[src/hdl/prs_pkg.sv]
// Purpose: Shared constants and types of the rail strobe sequencer.
// Assumes: A 20 MHz system clock and byte-wide registers.
// Notes: Every offset, reset value and timing count lives here.
package prs_pkg;
    // Register offsets.
    localparam logic [7:0] ADDR_GAP_LO = 8'h20;
    localparam logic [7:0] ADDR_GAP_HI = 8'h21;
    localparam logic [7:0] ADDR_ASG_MAIN = 8'h23;
    localparam logic [7:0] ADDR_ASG_BACKUP = 8'h24;
    localparam logic [7:0] ADDR_ASG_SW_LDO = 8'h25;
    localparam logic [7:0] ADDR_STATUS = 8'h30;
    // Reset values.
    localparam logic [7:0] RST_GAP_LO = 8'h00;
    localparam logic [7:0] RST_GAP_HI = 8'h00;
    localparam logic [7:0] RST_ASG_MAIN = 8'h75;
    localparam logic [7:0] RST_ASG_BACKUP = 8'h12;
    localparam logic [7:0] RST_ASG_SW_LDO = 8'h63;
    // Writable bits; the rest read as zero.
    localparam logic [7:0] MASK_BACKUP = 8'h33;
    localparam logic [7:0] MASK_GAP_HI = 8'h81;
    // Field positions.
    localparam int FACTOR_BIT = 7;
    localparam int GAP9_BIT = 0;
    localparam int STAT_BUSY_BIT = 7;
    localparam int STAT_DOWN_BIT = 6;
    // Rail indices.
    localparam int NUM_RAILS = 6;
    localparam int RAIL_BUCKBOOST = 0;
    localparam int RAIL_BUCK3 = 1;
    localparam int RAIL_BACKUP_A = 2;
    localparam int RAIL_BACKUP_B = 3;
    localparam int RAIL_SWITCH_A = 4;
    localparam int RAIL_LINREG = 5;
    // Strobe numbers and field code limits.
    localparam logic [3:0] STROBE_NONE = 4'h0;
    localparam logic [3:0] STROBE_FIRST = 4'h1;
    localparam logic [3:0] STROBE_FIRST_SEALED = 4'h3;
    localparam logic [3:0] STROBE_LAST = 4'hA;
    localparam logic [1:0] CODE2_MIN = 2'h1;
    localparam logic [1:0] CODE2_MAX = 2'h2;
    // Timing: times in microseconds, counts derived and rounded up.
    localparam int CLK_KHZ = 20000;
    localparam int GAP_SHORT_US = 2000;
    localparam int GAP_LONG_US = 5000;
    localparam int DOWN_FACTOR = 10;
    localparam int GAP_SHORT_CYC = (CLK_KHZ * GAP_SHORT_US + 999) / 1000;
    localparam int GAP_LONG_CYC = (CLK_KHZ * GAP_LONG_US + 999) / 1000;
    localparam int CNT_W = 20;
    // Sequencer states.
    typedef enum logic [2:0] {IDLE, UP_STEP, UP_GAP, DN_STEP, DN_GAP} prs_state_type;
endpackage : prs_pkg

[src/hdl/prs_timer_if.sv]
// Purpose: Carries a gap request to the delay timer and its end back.
// Assumes: One clock domain shared by both ends.
// Notes: Start is a one-cycle pulse; done is a one-cycle pulse.
interface prs_timer_if;
    logic start; // Pulse that loads a new gap.
    logic long_sel; // High for the long gap.
    logic times_ten; // High to stretch the gap tenfold.
    logic done; // Pulse when the gap has run out.
    modport seq (output start, output long_sel, output times_ten, input done);
    modport tmr (input start, input long_sel, input times_ten, output done);
endinterface : prs_timer_if

[src/hdl/prs_gap_timer.sv]
// Purpose: Counts one inter-strobe gap of short or long length.
// Assumes: Start only arrives while the timer is idle.
// Notes: Done pulses in the cycle the count reaches zero.
module prs_gap_timer
    import prs_pkg::*;
#(
    parameter int SHORT_CYC = prs_pkg::GAP_SHORT_CYC, // Short gap in cycles.
    parameter int LONG_CYC = prs_pkg::GAP_LONG_CYC // Long gap in cycles.
) (
    input wire logic clk_i, // System clock.
    input wire logic resetn_i, // Synchronous reset, active low.
    prs_timer_if.tmr tmr // Gap request and end.
);
    // Refuse lengths that the counter cannot hold.
    if (SHORT_CYC < 1 || LONG_CYC < 1 || LONG_CYC * DOWN_FACTOR > 2 ** CNT_W) begin : g_chk
        $error("Gap length does not fit the counter.");
    end

    localparam logic [CNT_W-1:0] LOAD_S1 = CNT_W'(SHORT_CYC - 1);
    localparam logic [CNT_W-1:0] LOAD_L1 = CNT_W'(LONG_CYC - 1);
    localparam logic [CNT_W-1:0] LOAD_S10 = CNT_W'(SHORT_CYC * DOWN_FACTOR - 1);
    localparam logic [CNT_W-1:0] LOAD_L10 = CNT_W'(LONG_CYC * DOWN_FACTOR - 1);

    typedef struct packed {
        logic busy; // A gap is running.
        logic [CNT_W-1:0] cnt; // Cycles left minus one.
    } prs_tmr_type;

    prs_tmr_type cur; // Registered state.
    prs_tmr_type nxt; // Next state.

    // Load on start, count down, finish at zero.
    always_comb begin
        nxt = cur;
        tmr.done = cur.busy && cur.cnt == '0;
        if (tmr.start) begin
            nxt.busy = 1'b1;
            if (tmr.times_ten) begin
                nxt.cnt = tmr.long_sel ? LOAD_L10 : LOAD_S10;
            end else begin
                nxt.cnt = tmr.long_sel ? LOAD_L1 : LOAD_S1;
            end
        end else if (tmr.done) begin
            nxt.busy = 1'b0;
        end else if (cur.busy) begin
            nxt.cnt = cur.cnt - 1'b1;
        end
    end

    // Register the state.
    always_ff @(posedge clk_i) begin
        if (!resetn_i) begin
            cur <= '0;
        end else begin
            cur <= nxt;
        end
    end
endmodule : prs_gap_timer

[src/hdl/prs_sequencer.sv]
// Purpose: Assigns rails to numbered strobes and runs power sequences.
// Assumes: Request and seal pins are asynchronous; direct enables are not.
// Notes: One sequence runs at a time; requests during one are dropped.
//
// Design decision made here: the plain strobed port.
module prs_sequencer
    import prs_pkg::*;
#(
    parameter int GAP_SHORT_CYC = prs_pkg::GAP_SHORT_CYC, // Short gap in cycles.
    parameter int GAP_LONG_CYC = prs_pkg::GAP_LONG_CYC // Long gap in cycles.
) (
    input wire logic SYS_CLK_I, // System clock, 20 MHz.
    input wire logic RESETN_I, // Synchronous reset, active low.
    input wire logic [7:0] ADDR_I, // Register address.
    input wire logic [7:0] WR_DATA_I, // Write data.
    input wire logic WR_STB_I, // Write strobe.
    input wire logic RD_STB_I, // Read strobe.
    output logic [7:0] RD_DATA_O, // Read data, one cycle later.
    input wire logic FRESH_SEAL_I, // Seal flag, high once broken.
    input wire logic PWR_UP_REQ_I, // Rising edge starts power-up.
    input wire logic PWR_DN_REQ_I, // Rising edge starts power-down.
    input wire logic [prs_pkg::NUM_RAILS-1:0] DIRECT_EN_I, // Direct enables.
    output logic [prs_pkg::NUM_RAILS-1:0] RAIL_EN_O, // Rail enables.
    output logic [3:0] STROBE_O, // Current strobe number.
    output logic SEQ_BUSY_O // A sequence is running.
);
    // All state of the block.
    typedef struct packed {
        logic [7:0] gap_lo; // Gap selects one to eight.
        logic [7:0] gap_hi; // Factor bit and gap select nine.
        logic [7:0] asg_main; // Buck-boost and buck three fields.
        logic [7:0] asg_backup; // Backup converter fields.
        logic [7:0] asg_sw_ldo; // Load switch and linear regulator fields.
        logic [7:0] rd_data; // Read data for one cycle.
        logic [1:0] seal_sync; // Seal synchroniser, bit 1 is safe.
        logic [1:0] up_sync; // Power-up request synchroniser.
        logic [1:0] dn_sync; // Power-down request synchroniser.
        logic up_prev; // Last safe power-up level.
        logic dn_prev; // Last safe power-down level.
        prs_state_type state; // Sequencer state.
        logic [3:0] strb; // Current strobe number.
        logic [NUM_RAILS-1:0] rail_on; // Sequenced rail levels.
        logic [NUM_RAILS-1:0] rail_en; // Rail enables as driven.
    } prs_regs_type;

    prs_regs_type cur; // Registered state.
    prs_regs_type next_regs; // Next state.
    prs_timer_if tif (); // Link to the gap timer.

    // Maps a four-bit field code to its strobe, or none.
    function automatic logic [3:0] decode4(input logic [3:0] code);
        if (code >= STROBE_FIRST_SEALED && code <= STROBE_LAST) begin
            return code;
        end
        return STROBE_NONE;
    endfunction : decode4

    // Maps a two-bit backup field code to its strobe, or none.
    function automatic logic [3:0] decode2(input logic [1:0] code);
        if (code >= CODE2_MIN && code <= CODE2_MAX) begin
            return {2'h0, code};
        end
        return STROBE_NONE;
    endfunction : decode2

    // Strobe assigned to one rail by the current fields.
    function automatic logic [3:0] rail_strobe(input prs_regs_type r, input int idx);
        case (idx)
            RAIL_BUCKBOOST: return decode4(r.asg_main[7:4]);
            RAIL_BUCK3: return decode4(r.asg_main[3:0]);
            RAIL_BACKUP_A: return decode2(r.asg_backup[1:0]);
            RAIL_BACKUP_B: return decode2(r.asg_backup[5:4]);
            RAIL_SWITCH_A: return decode4(r.asg_sw_ldo[7:4]);
            RAIL_LINREG: return decode4(r.asg_sw_ldo[3:0]);
            default: return STROBE_NONE;
        endcase
    endfunction : rail_strobe

    // Gap select for the gap after strobe k (k from one to nine).
    function automatic logic gap_bit(input prs_regs_type r, input logic [3:0] k);
        logic [8:0] gaps;
        gaps = {r.gap_hi[GAP9_BIT], r.gap_lo};
        return gaps[4'(k - 4'h1)];
    endfunction : gap_bit

    logic seal; // Seal broken, synchronised.
    logic [3:0] first_strb; // Lowest strobe that may fire.
    logic gap_start; // Start a gap.
    logic gap_long; // The gap is the long one.
    logic gap_x10; // The gap is stretched.

    // Next-state logic: bus, synchronisers, sequencer and rail outputs.
    always_comb begin
        next_regs = cur;
        gap_start = 1'b0;
        gap_long = 1'b0;
        gap_x10 = 1'b0;
        seal = cur.seal_sync[1];
        // Strobes one and two only run while the seal is whole.
        first_strb = seal ? STROBE_FIRST_SEALED : STROBE_FIRST;

        // Only the second flop of each pair is looked at.
        next_regs.seal_sync = {cur.seal_sync[0], FRESH_SEAL_I};
        next_regs.up_sync = {cur.up_sync[0], PWR_UP_REQ_I};
        next_regs.dn_sync = {cur.dn_sync[0], PWR_DN_REQ_I};
        next_regs.up_prev = cur.up_sync[1];
        next_regs.dn_prev = cur.dn_sync[1];

        // Read data stands for exactly one cycle; unmapped reads give zero.
        next_regs.rd_data = 8'h00;
        if (RD_STB_I) begin
            case (ADDR_I)
                ADDR_GAP_LO: next_regs.rd_data = cur.gap_lo;
                ADDR_GAP_HI: next_regs.rd_data = cur.gap_hi;
                ADDR_ASG_MAIN: next_regs.rd_data = cur.asg_main;
                ADDR_ASG_BACKUP: next_regs.rd_data = cur.asg_backup;
                ADDR_ASG_SW_LDO: next_regs.rd_data = cur.asg_sw_ldo;
                ADDR_STATUS: begin
                    next_regs.rd_data[STAT_BUSY_BIT] = cur.state != IDLE;
                    next_regs.rd_data[STAT_DOWN_BIT] = cur.state == DN_STEP
                        || cur.state == DN_GAP;
                    next_regs.rd_data[3:0] = cur.strb;
                end
                default: next_regs.rd_data = 8'h00;
            endcase
        end

        // Writes take effect at once; a running sequence sees new fields.
        if (WR_STB_I) begin
            case (ADDR_I)
                ADDR_GAP_LO: next_regs.gap_lo = WR_DATA_I;
                ADDR_GAP_HI: next_regs.gap_hi = WR_DATA_I & MASK_GAP_HI;
                ADDR_ASG_MAIN: next_regs.asg_main = WR_DATA_I;
                // Reserved bits are dropped so they read as zero.
                ADDR_ASG_BACKUP: next_regs.asg_backup = WR_DATA_I & MASK_BACKUP;
                ADDR_ASG_SW_LDO: next_regs.asg_sw_ldo = WR_DATA_I;
                default: next_regs.asg_main = cur.asg_main;
            endcase
        end

        // The sequencer proper.
        case (cur.state)
            IDLE: begin
                // Power-up wins when both requests rise together.
                if (cur.up_sync[1] && !cur.up_prev) begin
                    next_regs.state = UP_STEP;
                    next_regs.strb = first_strb;
                end else if (cur.dn_sync[1] && !cur.dn_prev) begin
                    next_regs.state = DN_STEP;
                    next_regs.strb = STROBE_LAST;
                end
            end
            UP_STEP: begin
                // Switch on every rail assigned to this strobe.
                for (int i = 0; i < NUM_RAILS; i++) begin
                    if (rail_strobe(cur, i) == cur.strb) begin
                        next_regs.rail_on[i] = 1'b1;
                    end
                end
                if (cur.strb == STROBE_LAST) begin
                    next_regs.state = IDLE;
                end else begin
                    gap_start = 1'b1;
                    gap_long = gap_bit(cur, cur.strb);
                    next_regs.state = UP_GAP;
                end
            end
            UP_GAP: begin
                if (tif.done) begin
                    next_regs.strb = cur.strb + 4'h1;
                    next_regs.state = UP_STEP;
                end
            end
            DN_STEP: begin
                // Switch off every rail assigned to this strobe.
                for (int i = 0; i < NUM_RAILS; i++) begin
                    // Backup rails stay on for good once the seal is broken.
                    if (rail_strobe(cur, i) == cur.strb && !(seal
                        && (i == RAIL_BACKUP_A || i == RAIL_BACKUP_B))) begin
                        next_regs.rail_on[i] = 1'b0;
                    end
                end
                if (cur.strb <= first_strb) begin
                    next_regs.state = IDLE;
                end else begin
                    gap_start = 1'b1;
                    gap_long = gap_bit(cur, cur.strb - 4'h1);
                    gap_x10 = cur.gap_hi[FACTOR_BIT];
                    next_regs.state = DN_GAP;
                end
            end
            DN_GAP: begin
                if (tif.done) begin
                    next_regs.strb = cur.strb - 4'h1;
                    next_regs.state = DN_STEP;
                end
            end
            default: next_regs.state = IDLE;
        endcase

        // Unsequenced rails follow the direct enable.
        for (int i = 0; i < NUM_RAILS; i++) begin
            if (rail_strobe(cur, i) == STROBE_NONE) begin
                next_regs.rail_en[i] = DIRECT_EN_I[i];
            end else begin
                next_regs.rail_en[i] = next_regs.rail_on[i];
            end
        end
    end

    assign tif.start = gap_start;
    assign tif.long_sel = gap_long;
    assign tif.times_ten = gap_x10;

    // Register all state; fields load their stored defaults.
    always_ff @(posedge SYS_CLK_I) begin
        if (!RESETN_I) begin
            cur <= '0;
            cur.gap_lo <= RST_GAP_LO;
            cur.gap_hi <= RST_GAP_HI;
            cur.asg_main <= RST_ASG_MAIN;
            cur.asg_backup <= RST_ASG_BACKUP;
            cur.asg_sw_ldo <= RST_ASG_SW_LDO;
            cur.state <= IDLE;
        end else begin
            cur <= next_regs;
        end
    end

    // The gap timer times the pause after each strobe but the last of a sequence.
    prs_gap_timer #(
        .SHORT_CYC(GAP_SHORT_CYC),
        .LONG_CYC(GAP_LONG_CYC)
    ) u_gap_timer (
        .clk_i(SYS_CLK_I),
        .resetn_i(RESETN_I),
        .tmr(tif.tmr)
    );

    // Outputs come from flops; the busy flag is decoded from the state flops.
    assign RD_DATA_O = cur.rd_data;
    assign RAIL_EN_O = cur.rail_en;
    assign STROBE_O = cur.strb;
    assign SEQ_BUSY_O = cur.state != IDLE;
endmodule : prs_sequencer

[config.mk]
export PLATFORM = sky130hd
export DESIGN_NAME = prs_sequencer
export DESIGN_NICKNAME = d
export VERILOG_FILES = /design/src/hdl/prs_pkg.sv /design/src/hdl/prs_timer_if.sv /design/src/hdl/prs_gap_timer.sv /design/src/hdl/prs_sequencer.sv
export SDC_FILE = /design/constraint.sdc
export NUM_CORES = 1
export LEC_CHECK = 0
export ABC_AREA = 1
export BUFFER_PORTS_ARGS = -buffer_cell sky130_fd_sc_hd__buf_2
export CORE_ASPECT_RATIO = 0.7
export CORE_UTILIZATION = 23
export CTS_CLUSTER_SIZE = 40
export DETAILED_ROUTE_END_ITERATION = 10
export HOLD_SLACK_MARGIN = 0.12
export PLACE_DENSITY = 0.5
export SETUP_SLACK_MARGIN = 0.3
export SLEW_MARGIN = 25
export SYNTH_ARGS = -nofsm -noshare
export SYNTH_HDL_FRONTEND = slang
export SYNTH_SLANG_ARGS = --single-unit
[constraint.sdc]
create_clock -name SYS_CLK_I -period 5.1 [get_ports SYS_CLK_I]
set_clock_uncertainty 0.15 [all_clocks]
set_input_delay 0.51 -clock SYS_CLK_I [delete_from_list [all_inputs] [get_ports SYS_CLK_I]]
set_output_delay 0.51 -clock SYS_CLK_I [all_outputs]
set_load 0.05 [all_outputs]
Yosys cells after proc, flatten, opt, wreduce, memory -nomap -nowiden:

Cells that the tools add are included.

* bits in registers: 86
* bits of input ports: 29
* output and inout bits: 19

* $add $sub $neg: 4
* $lt $le $gt $ge: 15
* equal/unequal tests: 27
* muxes and demuxes: 104
* reduce and logical (&&, ||, !) cells: 36

Operators with widths (number)
* $mux W4: 36
* $mux W20: 4
* $eq A4 B4 Y1: 12
* $eq A8 B6 Y1 const B: 6
* $mux W1: 45
* $mux W7: 4
* $logic_not A4 Y1: 6
* $pmux W4 S6: 1
* $mux W21: 1
* $logic_not A20 Y1: 1
* $sub A20 B1 Y20 const B: 1
* $mux W17: 1
* $ge A4 B2 Y1 const B: 4
* $le A4 B4 Y1 const B: 4
* $pmux W3 S5: 1
* $reduce_and A2 Y1: 7
* $pmux W4 S3: 1
* $pmux W6 S2: 1
* $logic_and A1 B1 Y1: 11
* $lt A4 B5 Y1 const B: 2
* $pmux W2 S5: 1
* $bmux W1 S4: 2
* $pmux W2 S4: 1
* $sub A4 B1 Y4 const B: 2
* other kinds (21): 31

Logic depth before layout (Yosys ltp):

Gate-level depths: netlist of run 1.

* word-level depth: 11
* gate-level depth with buffers: 14
* mapped depth without buffers: 13

By module:

Synthesis of run 1 repeated with hierarchy kept, for this count alone.

* cells, all modules: 791
* area, all modules: 5253.8 um^2

By module, submodules not included
* prs_sequencer: instances 1, cells an instance 547, area an instance 3811.2 um^2
* prs_gap_timer: instances 1, cells an instance 244, area an instance 1442.6 um^2

Worst setup path after synthesis of run 1:

OpenSTA, ideal clock, no wires.

* path type: register to register
* from: register cur, in the netlist STROBE_O[1]
* to: register u_gap_timer.cur[7] (netlist name)
* setup time: 0.131 ns
* arrival time: 1.873 ns
* data required time: 4.819 ns
* setup slack: 2.946 ns
* stages on the path, launching flop included: 14
* buffers on the path: 2
* clock period less this slack: 2.154 ns
* cell sequence: dfxtp_1 > buf_2 > inv_1 > ha_1 > buf_2 > nand3_1 > nand2_1 > nor2_1 > nand2_1 > nand3_1 > nand3_2 > nand3_2 > nand2_1 > a21oi_2

* cells in the longest elaborated chain, start to end: 9
* elaborated cells on any way between the ends: 22

Ends and longest elaborated chain
* from (decl): RTL line prs_sequencer.sv:46 `prs_regs_type cur;`
* from (signal assigned): RTL line prs_sequencer.sv:226 `cur <= next_regs;`
* $sub A4 B1 Y4: RTL line prs_sequencer.sv:83, prs_sequencer.sv:187
* $sub A4 B1 Y4: RTL line prs_sequencer.sv:83 `return gaps[4'(k - 4'h1)];`
* $bmux W1 S4: RTL line prs_sequencer.sv:83
* $mux W1 (not written as such): RTL line prs_sequencer.sv:83
* $mux W1: RTL line prs_sequencer.sv:183 `if (cur.strb <= first_strb) begin`
* $pmux W1 S2: RTL line prs_sequencer.sv:142 `case (cur.state)`
* $mux W17: RTL line prs_gap_timer.sv:41 `nxt.cnt = tmr.long_sel ? LOAD_L1 : LOAD_S1;`
* $mux W20: RTL line prs_gap_timer.sv:38 `if (tmr.times_ten) begin`
* $mux W21: RTL line prs_gap_timer.sv:36 `if (tmr.start) begin`
* to (signal assigned): RTL line prs_gap_timer.sv:55 `cur <= nxt;`
* to (decl): RTL line prs_gap_timer.sv:29 `prs_tmr_type cur;`

Parallel ways exist; a longest one is shown, timed or not. The select of a mux whose other input is x is not followed.
A chain may end at the register's enable or synchronous reset.

Final worst setup path of run 1:

* from: register cur, in the netlist STROBE_O[0]
* to: register u_gap_timer.cur[7] (netlist name)

Same word-level chain as after synthesis.

==> run metrics, run 1 <==
fin crit share=0.639; Static Leak=0.00277 uW; crit start category=register; pin count of the biggest net entering global routing=52; DRT Pass-1 Iters=4; Synth area leader=dfxtp_1; Die Area=approximately 0.023 mm^2; Post-synth EDFFs=0; final setup TNS=0 ns; grt ovf=0; Die Wd=182 um; CTS tree=yes; clock latency at the later pin of the worst-skew pair=about 0.36 ns; RSZ-0062 raised after global routing=false; NumNets Final=between 800 and 900; DR WL/cell=14.0 um; met3 WL=812 um; antenna diode count=0; die span in y=128 um; IO Pins=48; synth top area cells=dfxtp_1 33%, nand2_1 13%, inv_1 7.0%; yosys warns=0; met2 wire len=5960 um; Hold Path Class=in -> reg; post-CTS setup buffers=0; cts hold-fix bufs=0; DR top layer=met4; clk buf depth=2; Worst EP required=5.22 ns; Mapped Area=0.00522 mm^2; synthesized net count=815; clock share of power=0.233; ANT nets after route=0; synthesis-to-finish area growth=12.4%; clock sink count=86; peak supply drop=0.212 mV; Root Buffer=clkbuf_16; Routed Wire Length=around 15000 um; Power Internal=about 1700 uW; vias=4914; residual DRC count=0; Net Sw Frac=0.463; Switch Pwr=1460 uW; Yosys top cell area share=0.330; FMAX=~0.31 GHz; Fin. Hold Viols=0; CP Class=reg -> reg; Final Max Slew Viols=0; FP Rows=45; Tmin final=3.26 ns; Port Buffer Count=47; relative slew slack=0.331; clk slew on worst S/H paths=0.07 ns; cell with the most instances after synthesis=nand2_1; hpwl dp=11600 um; Avg Vias per Cell=4.53; Syn Area/Cell=6.73 um^2; Overall Global Routing Usage=0.135; CTS buffer count=9; combinational share of power=0.482; initial antenna violation count=0; number of global-route vias before repair=4416; Final Util=0.267; core footprint=0.0220 mm^2; Starting Density=0.238; CP max FO=26; first-pass GRT wire length=around 24000 um; htree depth=3; final setup fails=0; worst-margin pin slew=0.998 ns; Post-synth top cells=182 x nand2_1, 98 x inv_1, 86 x dfxtp_1; P per Cell Area=535 mW/mm^2; RePlAce Congestion=approximately 0.86; crit path DAT=3.38 ns; status=finished, final reports clean; Synth Flop Type=dfxtp_1; Mapped Cells=776; sequential share of power=0.284; share of post-route cells with drive strength above 1=0.158; WL met1=between 8000 and 9000 um; drt initial violations=375; Yosys cell types=between 40 and 50; share of the yosys chip area belonging to registers=0.330; cts repair resizes=0; Yosys reg bits=86; crit path capture type=register; FFs w/ async S/R, synth=0; filler instances=2505; Max Cap Violations=0
state kept, by name, summed over array words and instances (netlist names):
| register | count |
|---|---|
| cur | 47 |
| u_gap_timer.cur | 21 |
| RD_DATA_O | 8 |
| RAIL_EN_O | 6 |
| STROBE_O | 4 |
kinds of logic after synthesis:
| kind of cell | count (synthesis) | share of synthesized area |
|---|---|---|
| adder cells (fa/ha/maj) | 10 | 0.0240 |
| flip-flops | 86 | 0.330 |
| AND/OR/NAND/NOR | 344 | 0.309 |
| buffers and inverters | 153 | 0.138 |
| XOR/XNOR | 15 | 0.0252 |
| AO/OA/AOI/OAI | 168 | 0.175 |
critical path: stages, from the launching register on:
cell,delay [ns]
dfxtp_1,0.97
inv_2,0.36
ha_1,0.69
inv_1,0.18
nand3_1,0.12
nand2_1,0.07
nor2_1,0.09
nand2_1,0.06
nand3_1,0.09
nand3_2,0.09
nand3_2,0.12
nand2_1,0.08
a21oi_2,0.11
cell type report:
cell class	count	area [um^2]	area share
inverter	115	439	0.0748
clock inverter	5	82.6	0.0141
timing repair buffer	49	250	0.0426
clock buffer	11	243	0.0414
sequential	86	1720	0.293
multi-input combinational	537	2780	0.474
tap	282	353	0.0601
power by group through the flow:
| stage | Sequential, uW | Clock (uW) | Combinational, uW |
|---|---|---|---|
| 6_report | 894 | 732 | 1520 |
| 5_1_grt | 909 | 771 | 1700 |
| 4_1_cts | 893 | 743 | 1510 |
| 3_5_place_dp | 908 | 0 | 1500 |
| 3_3_place_gp | 911 | 0 | 1510 |
| 2_1_floorplan | 851 | 0 | 1290 |
routing by layer:
metal  vias up  track usage
met2       112        0.191
met3        15       0.0259
met5         -            0
met1      2234        0.204
met4         0       0.0395
li1       2553            -
through the flow:
step / total power (uW) / worst slack, ns / instances / hold slack (ns) / cell area (um^2)
floorplan: 2140 / 2.95 / 776 / 0.240 / 5220
detailed placement: 2410 / 1.88 / 1069 / 0.250 / 5540
finish: 3140 / 1.84 / 1085 / 0.185 / 5870
global placement: 2420 / 2.00 / 1069 / 0.248 / 5540
global route: 3380 / 1.50 / 1085 / 0.184 / 5870
CTS: 3150 / 1.86 / 1085 / 0.175 / 5870
cells in the final DEF (no fill, tap or decap), types with 3 or more instances in the layout:
master | netlist | final
clkbuf_16 | 0 | 9
nor3_2 | 3 | 3
o21ai_1 | 26 | 26
o21ai_0 | 43 | 43
inv_4 | 3 | 3
a21oi_1 | 70 | 70
o22ai_1 | 7 | 7
nand2_4 | 3 | 3
nor3_1 | 8 | 8
ha_1 | 10 | 10
nand2_1 | 182 | 182
o21ai_2 | 5 | 5
nand2_2 | 5 | 5
a31oi_1 | 6 | 6
nand3_2 | 6 | 6
dfxtp_1 | 86 | 86
xnor2_1 | 5 | 5
nand4_1 | 16 | 16
xor2_1 | 10 | 10
clkinvlp_4 | 0 | 3
nor2_2 | 12 | 12
inv_1 | 98 | 98
nor2_1 | 54 | 54
a21oi_2 | 5 | 5
nand3_1 | 41 | 41
nor2_4 | 5 | 5
inv_2 | 12 | 12
buf_2 | 4 | 47
final timing paths:
| path | startpoint | to | slack (ns) | cells after the start |
|---|---|---|---|---|
| max | STROBE_O[0] | u_gap_timer.cur[7] | 1.84 | 12 |
| min | PWR_UP_REQ_I | cur[23] | 0.18 | 3 |
| max reg2reg | STROBE_O[0] | u_gap_timer.cur[7] | 1.84 | 12 |
| min reg2reg | cur[23] | cur[24] | 0.26 | 2 |
No activity file was read; power rests on OpenSTA's default activity.
==> run 2: changes to the inputs <==
==> constraint.sdc (replaced) <==
create_clock -name SYS_CLK_I -period 3.3 [get_ports SYS_CLK_I]
set_clock_uncertainty 0.15 [all_clocks]
set_input_delay 0.33 -clock SYS_CLK_I [delete_from_list [all_inputs] [get_ports SYS_CLK_I]]
set_output_delay 0.33 -clock SYS_CLK_I [all_outputs]
set_load 0.05 [all_outputs]
==> run 2 against run 1 <==
  * Final area rose by 0.64%
  * Register-to-register slack got worse by 0.84 ns
  * Worst setup slack worse by 0.84 ns
  * Clock-buffer cell count fell by 1
  * Via count grew 1.2%
  * Hold slack worse by 0.051 ns
  * Critical path type unchanged
  * Largest cell class unchanged
  * Highest routed layer unchanged
==> run metrics, run 2 (same netlist as run 1, synthesis figures left out) <==
status=finished, final reports clean (unchanged); Cell Chain, Critical Path=inv_2, nand3_1, nand3_1, nand2_4, inv_4, nand2_8, nand2_1, nor2_1, nand2_1, a21oi_2 (was inv_2, ha_1, inv_1, nand3_1, nand2_1, nor2_1, nand2_1, nand3_1, nand3_2, nand3_2, nand2_1, a21oi_2); P per Cell Area=806 mW/mm^2 (was 535 mW/mm^2); RePlAce Congestion=0.826 (was 0.858); combinational share of power=0.504 (was 0.482); Hold Path Class=in -> reg (unchanged); most common cell after layout, fill and taps aside=nand2_1 (unchanged); ANT nets after route=0 (unchanged); Power Internal=2520 uW (was 1690 uW); CTS buffer count=9 (unchanged); IO Pins=48 (unchanged); clock share of power=0.214 (was 0.233); crit start category=register (unchanged); residual DRC count=0 (unchanged); hpwl dp=11700 um (was 11600 um); cts repair resizes=0 (unchanged); die span in y=128 um (unchanged); Worst path slowest cell=dfxtp_1 (unchanged); Largest register FFs=47 (unchanged); crit path DAT=2.43 ns (was 3.38 ns); setup slack, reg-to-reg=1.00 ns (was 1.84 ns); total power=4760 uW (was 3140 uW); antenna diode count=0 (unchanged); peak supply drop=0.283 mV (was 0.212 mV); share of post-route cells with drive strength above 1=0.160 (was 0.158); Die Wd=182 um (unchanged); initial antenna violation count=0 (unchanged); core footprint=0.0220 mm^2 (unchanged); Tmin final=2.30 ns (was 3.26 ns); Root Buffer=clkbuf_16 (unchanged); Starting Density=0.238 (unchanged); clk buf depth=2 (unchanged); NumNets Final=845 (was 837); htree depth=3 (unchanged); Net Sw Frac=0.471 (was 0.463); pin count of the biggest net entering global routing=32 (was 52); drt initial violations=364 (was 375); CP Class=reg -> reg (unchanged); DRT Pass-1 Iters=5 (was 4); synthesis-to-finish area growth=13.2% (was 12.4%); Final Max Slew Viols=0 (unchanged); Switch Pwr=2240 uW (was 1460 uW); crit path capture type=register (unchanged); Static Leak=0.00280 uW (was 0.00277 uW); commonest non-fill, non-tap cells in the layout=182 x nand2_1, 98 x inv_1, 86 x dfxtp_1, 70 x a21oi_1, 54 x nor2_1 (unchanged); clock sink count=86 (unchanged); number of global-route vias before repair=4636 (was 4416); Routed Wire Length=15300 um (was 15200 um); grt ovf=0 (unchanged); max incr delay on CP=0.68 ns (was 0.97 ns); worst-margin pin slew=0.633 ns (was 0.998 ns); fin crit share=0.696 (was 0.639); vias=4973 (was 4914); DR WL/cell=14.0 um (about the same); Worst EP required=3.43 ns (was 5.22 ns); Die Area=0.0233 mm^2 (unchanged); FMAX=0.436 GHz (was 0.307 GHz); Port Buffer Count=47 (unchanged); Design Area, Final=0.00591 mm^2 (was 0.00587 mm^2); CTS tree=yes (unchanged); Fin. Hold Viols=0 (unchanged); clock latency at the later pin of the worst-skew pair=0.34 ns (was 0.36 ns); final setup fails=0 (unchanged); final setup TNS=0 ns (unchanged); clk slew on worst S/H paths=0.07 ns (about the same); RSZ-0062 raised after global routing=false (unchanged); relative slew slack=0.578 (was 0.331); Max Cap Violations=0 (unchanged); placed cell area=0.00557 mm^2 (was 0.00554 mm^2); Overall Global Routing Usage=0.138 (was 0.135); first-pass GRT wire length=25200 um (was 24400 um); Avg Vias per Cell=4.55 (was 4.53); most flop-heavy register=cur (unchanged); FP Rows=45 (unchanged); sequential share of power=0.281 (was 0.284); CP max FO=25 (was 26)
[run 2: path summary, 6_finish.rpt]
kind	end	cells past startpoint	startpoint
hold reg to reg	cur[24]	2	cur[23]
hold / removal	cur[41]	3	WR_DATA_I[6]
setup / recovery	u_gap_timer.cur[7]	10	STROBE_O[2]
setup reg to reg	u_gap_timer.cur[7]	10	STROBE_O[2]
[run 2: layout make-up]
| class | instances | area, um^2 |
|---|---|---|
| Clock buffer | 10 | 229 |
| Clock inverter | 6 | 61.3 |
| Fill cell | 2463 | 16100 |
| Inverter | 115 | 439 |
| Multi-Input combinational cell | 537 | 2780 |
| Sequential cell | 86 | 1720 |
| Tap cell | 282 | 353 |
| Timing Repair Buffer | 57 | 323 |
[run 2: critical path: cells and delay by family, from the launching register on]
| family | cells | cell delay [ns] |
|---|---|---|
| AO/OA/AOI/OAI | 1 | 0.11 |
| flip-flops | 1 | 0.68 |
| AND/OR/NAND/NOR | 7 | 1.00 |
| buffers and inverters | 2 | 0.28 |
[run 2: what timing repair did]
item,in CTS,in global routing
hold buffers,5,0
setup buffers,0,0
endpoints found under the setup margin,0,0
hold endpoints to repair,5,0
[run 2: stage by stage]
step                      hold WS [ns]   util  worst slack (ns)  instances
final                            0.134  0.269              1.00       1093
after global routing             0.153  0.269             0.771       1093
after detailed placement         0.250  0.254              1.04       1072
after CTS                        0.122  0.269              1.02       1093
after floorplan                  0.240      -              1.15        776
after global placement           0.246  0.254              1.04       1072
[run 2: per-layer routing]
metal  vias up  routed length, um  global-route usage  share of wire
li1       2558                  -                   -              -
met1      2267               8160               0.205           0.53
met2       133               6000               0.197           0.39
met3        15                989              0.0338          0.065
met4         0                171              0.0321          0.011
met5         -                  0                   0              0
[run 2: power groups by stage]
stage	clock [uW]	combinational, uW	sequential [uW]
after floorplan	0	1990	1320
after global placement	0	2380	1360
after detailed placement	0	2380	1360
after CTS	1050	2400	1340
after global routing	1090	2710	1360
final	1020	2400	1340
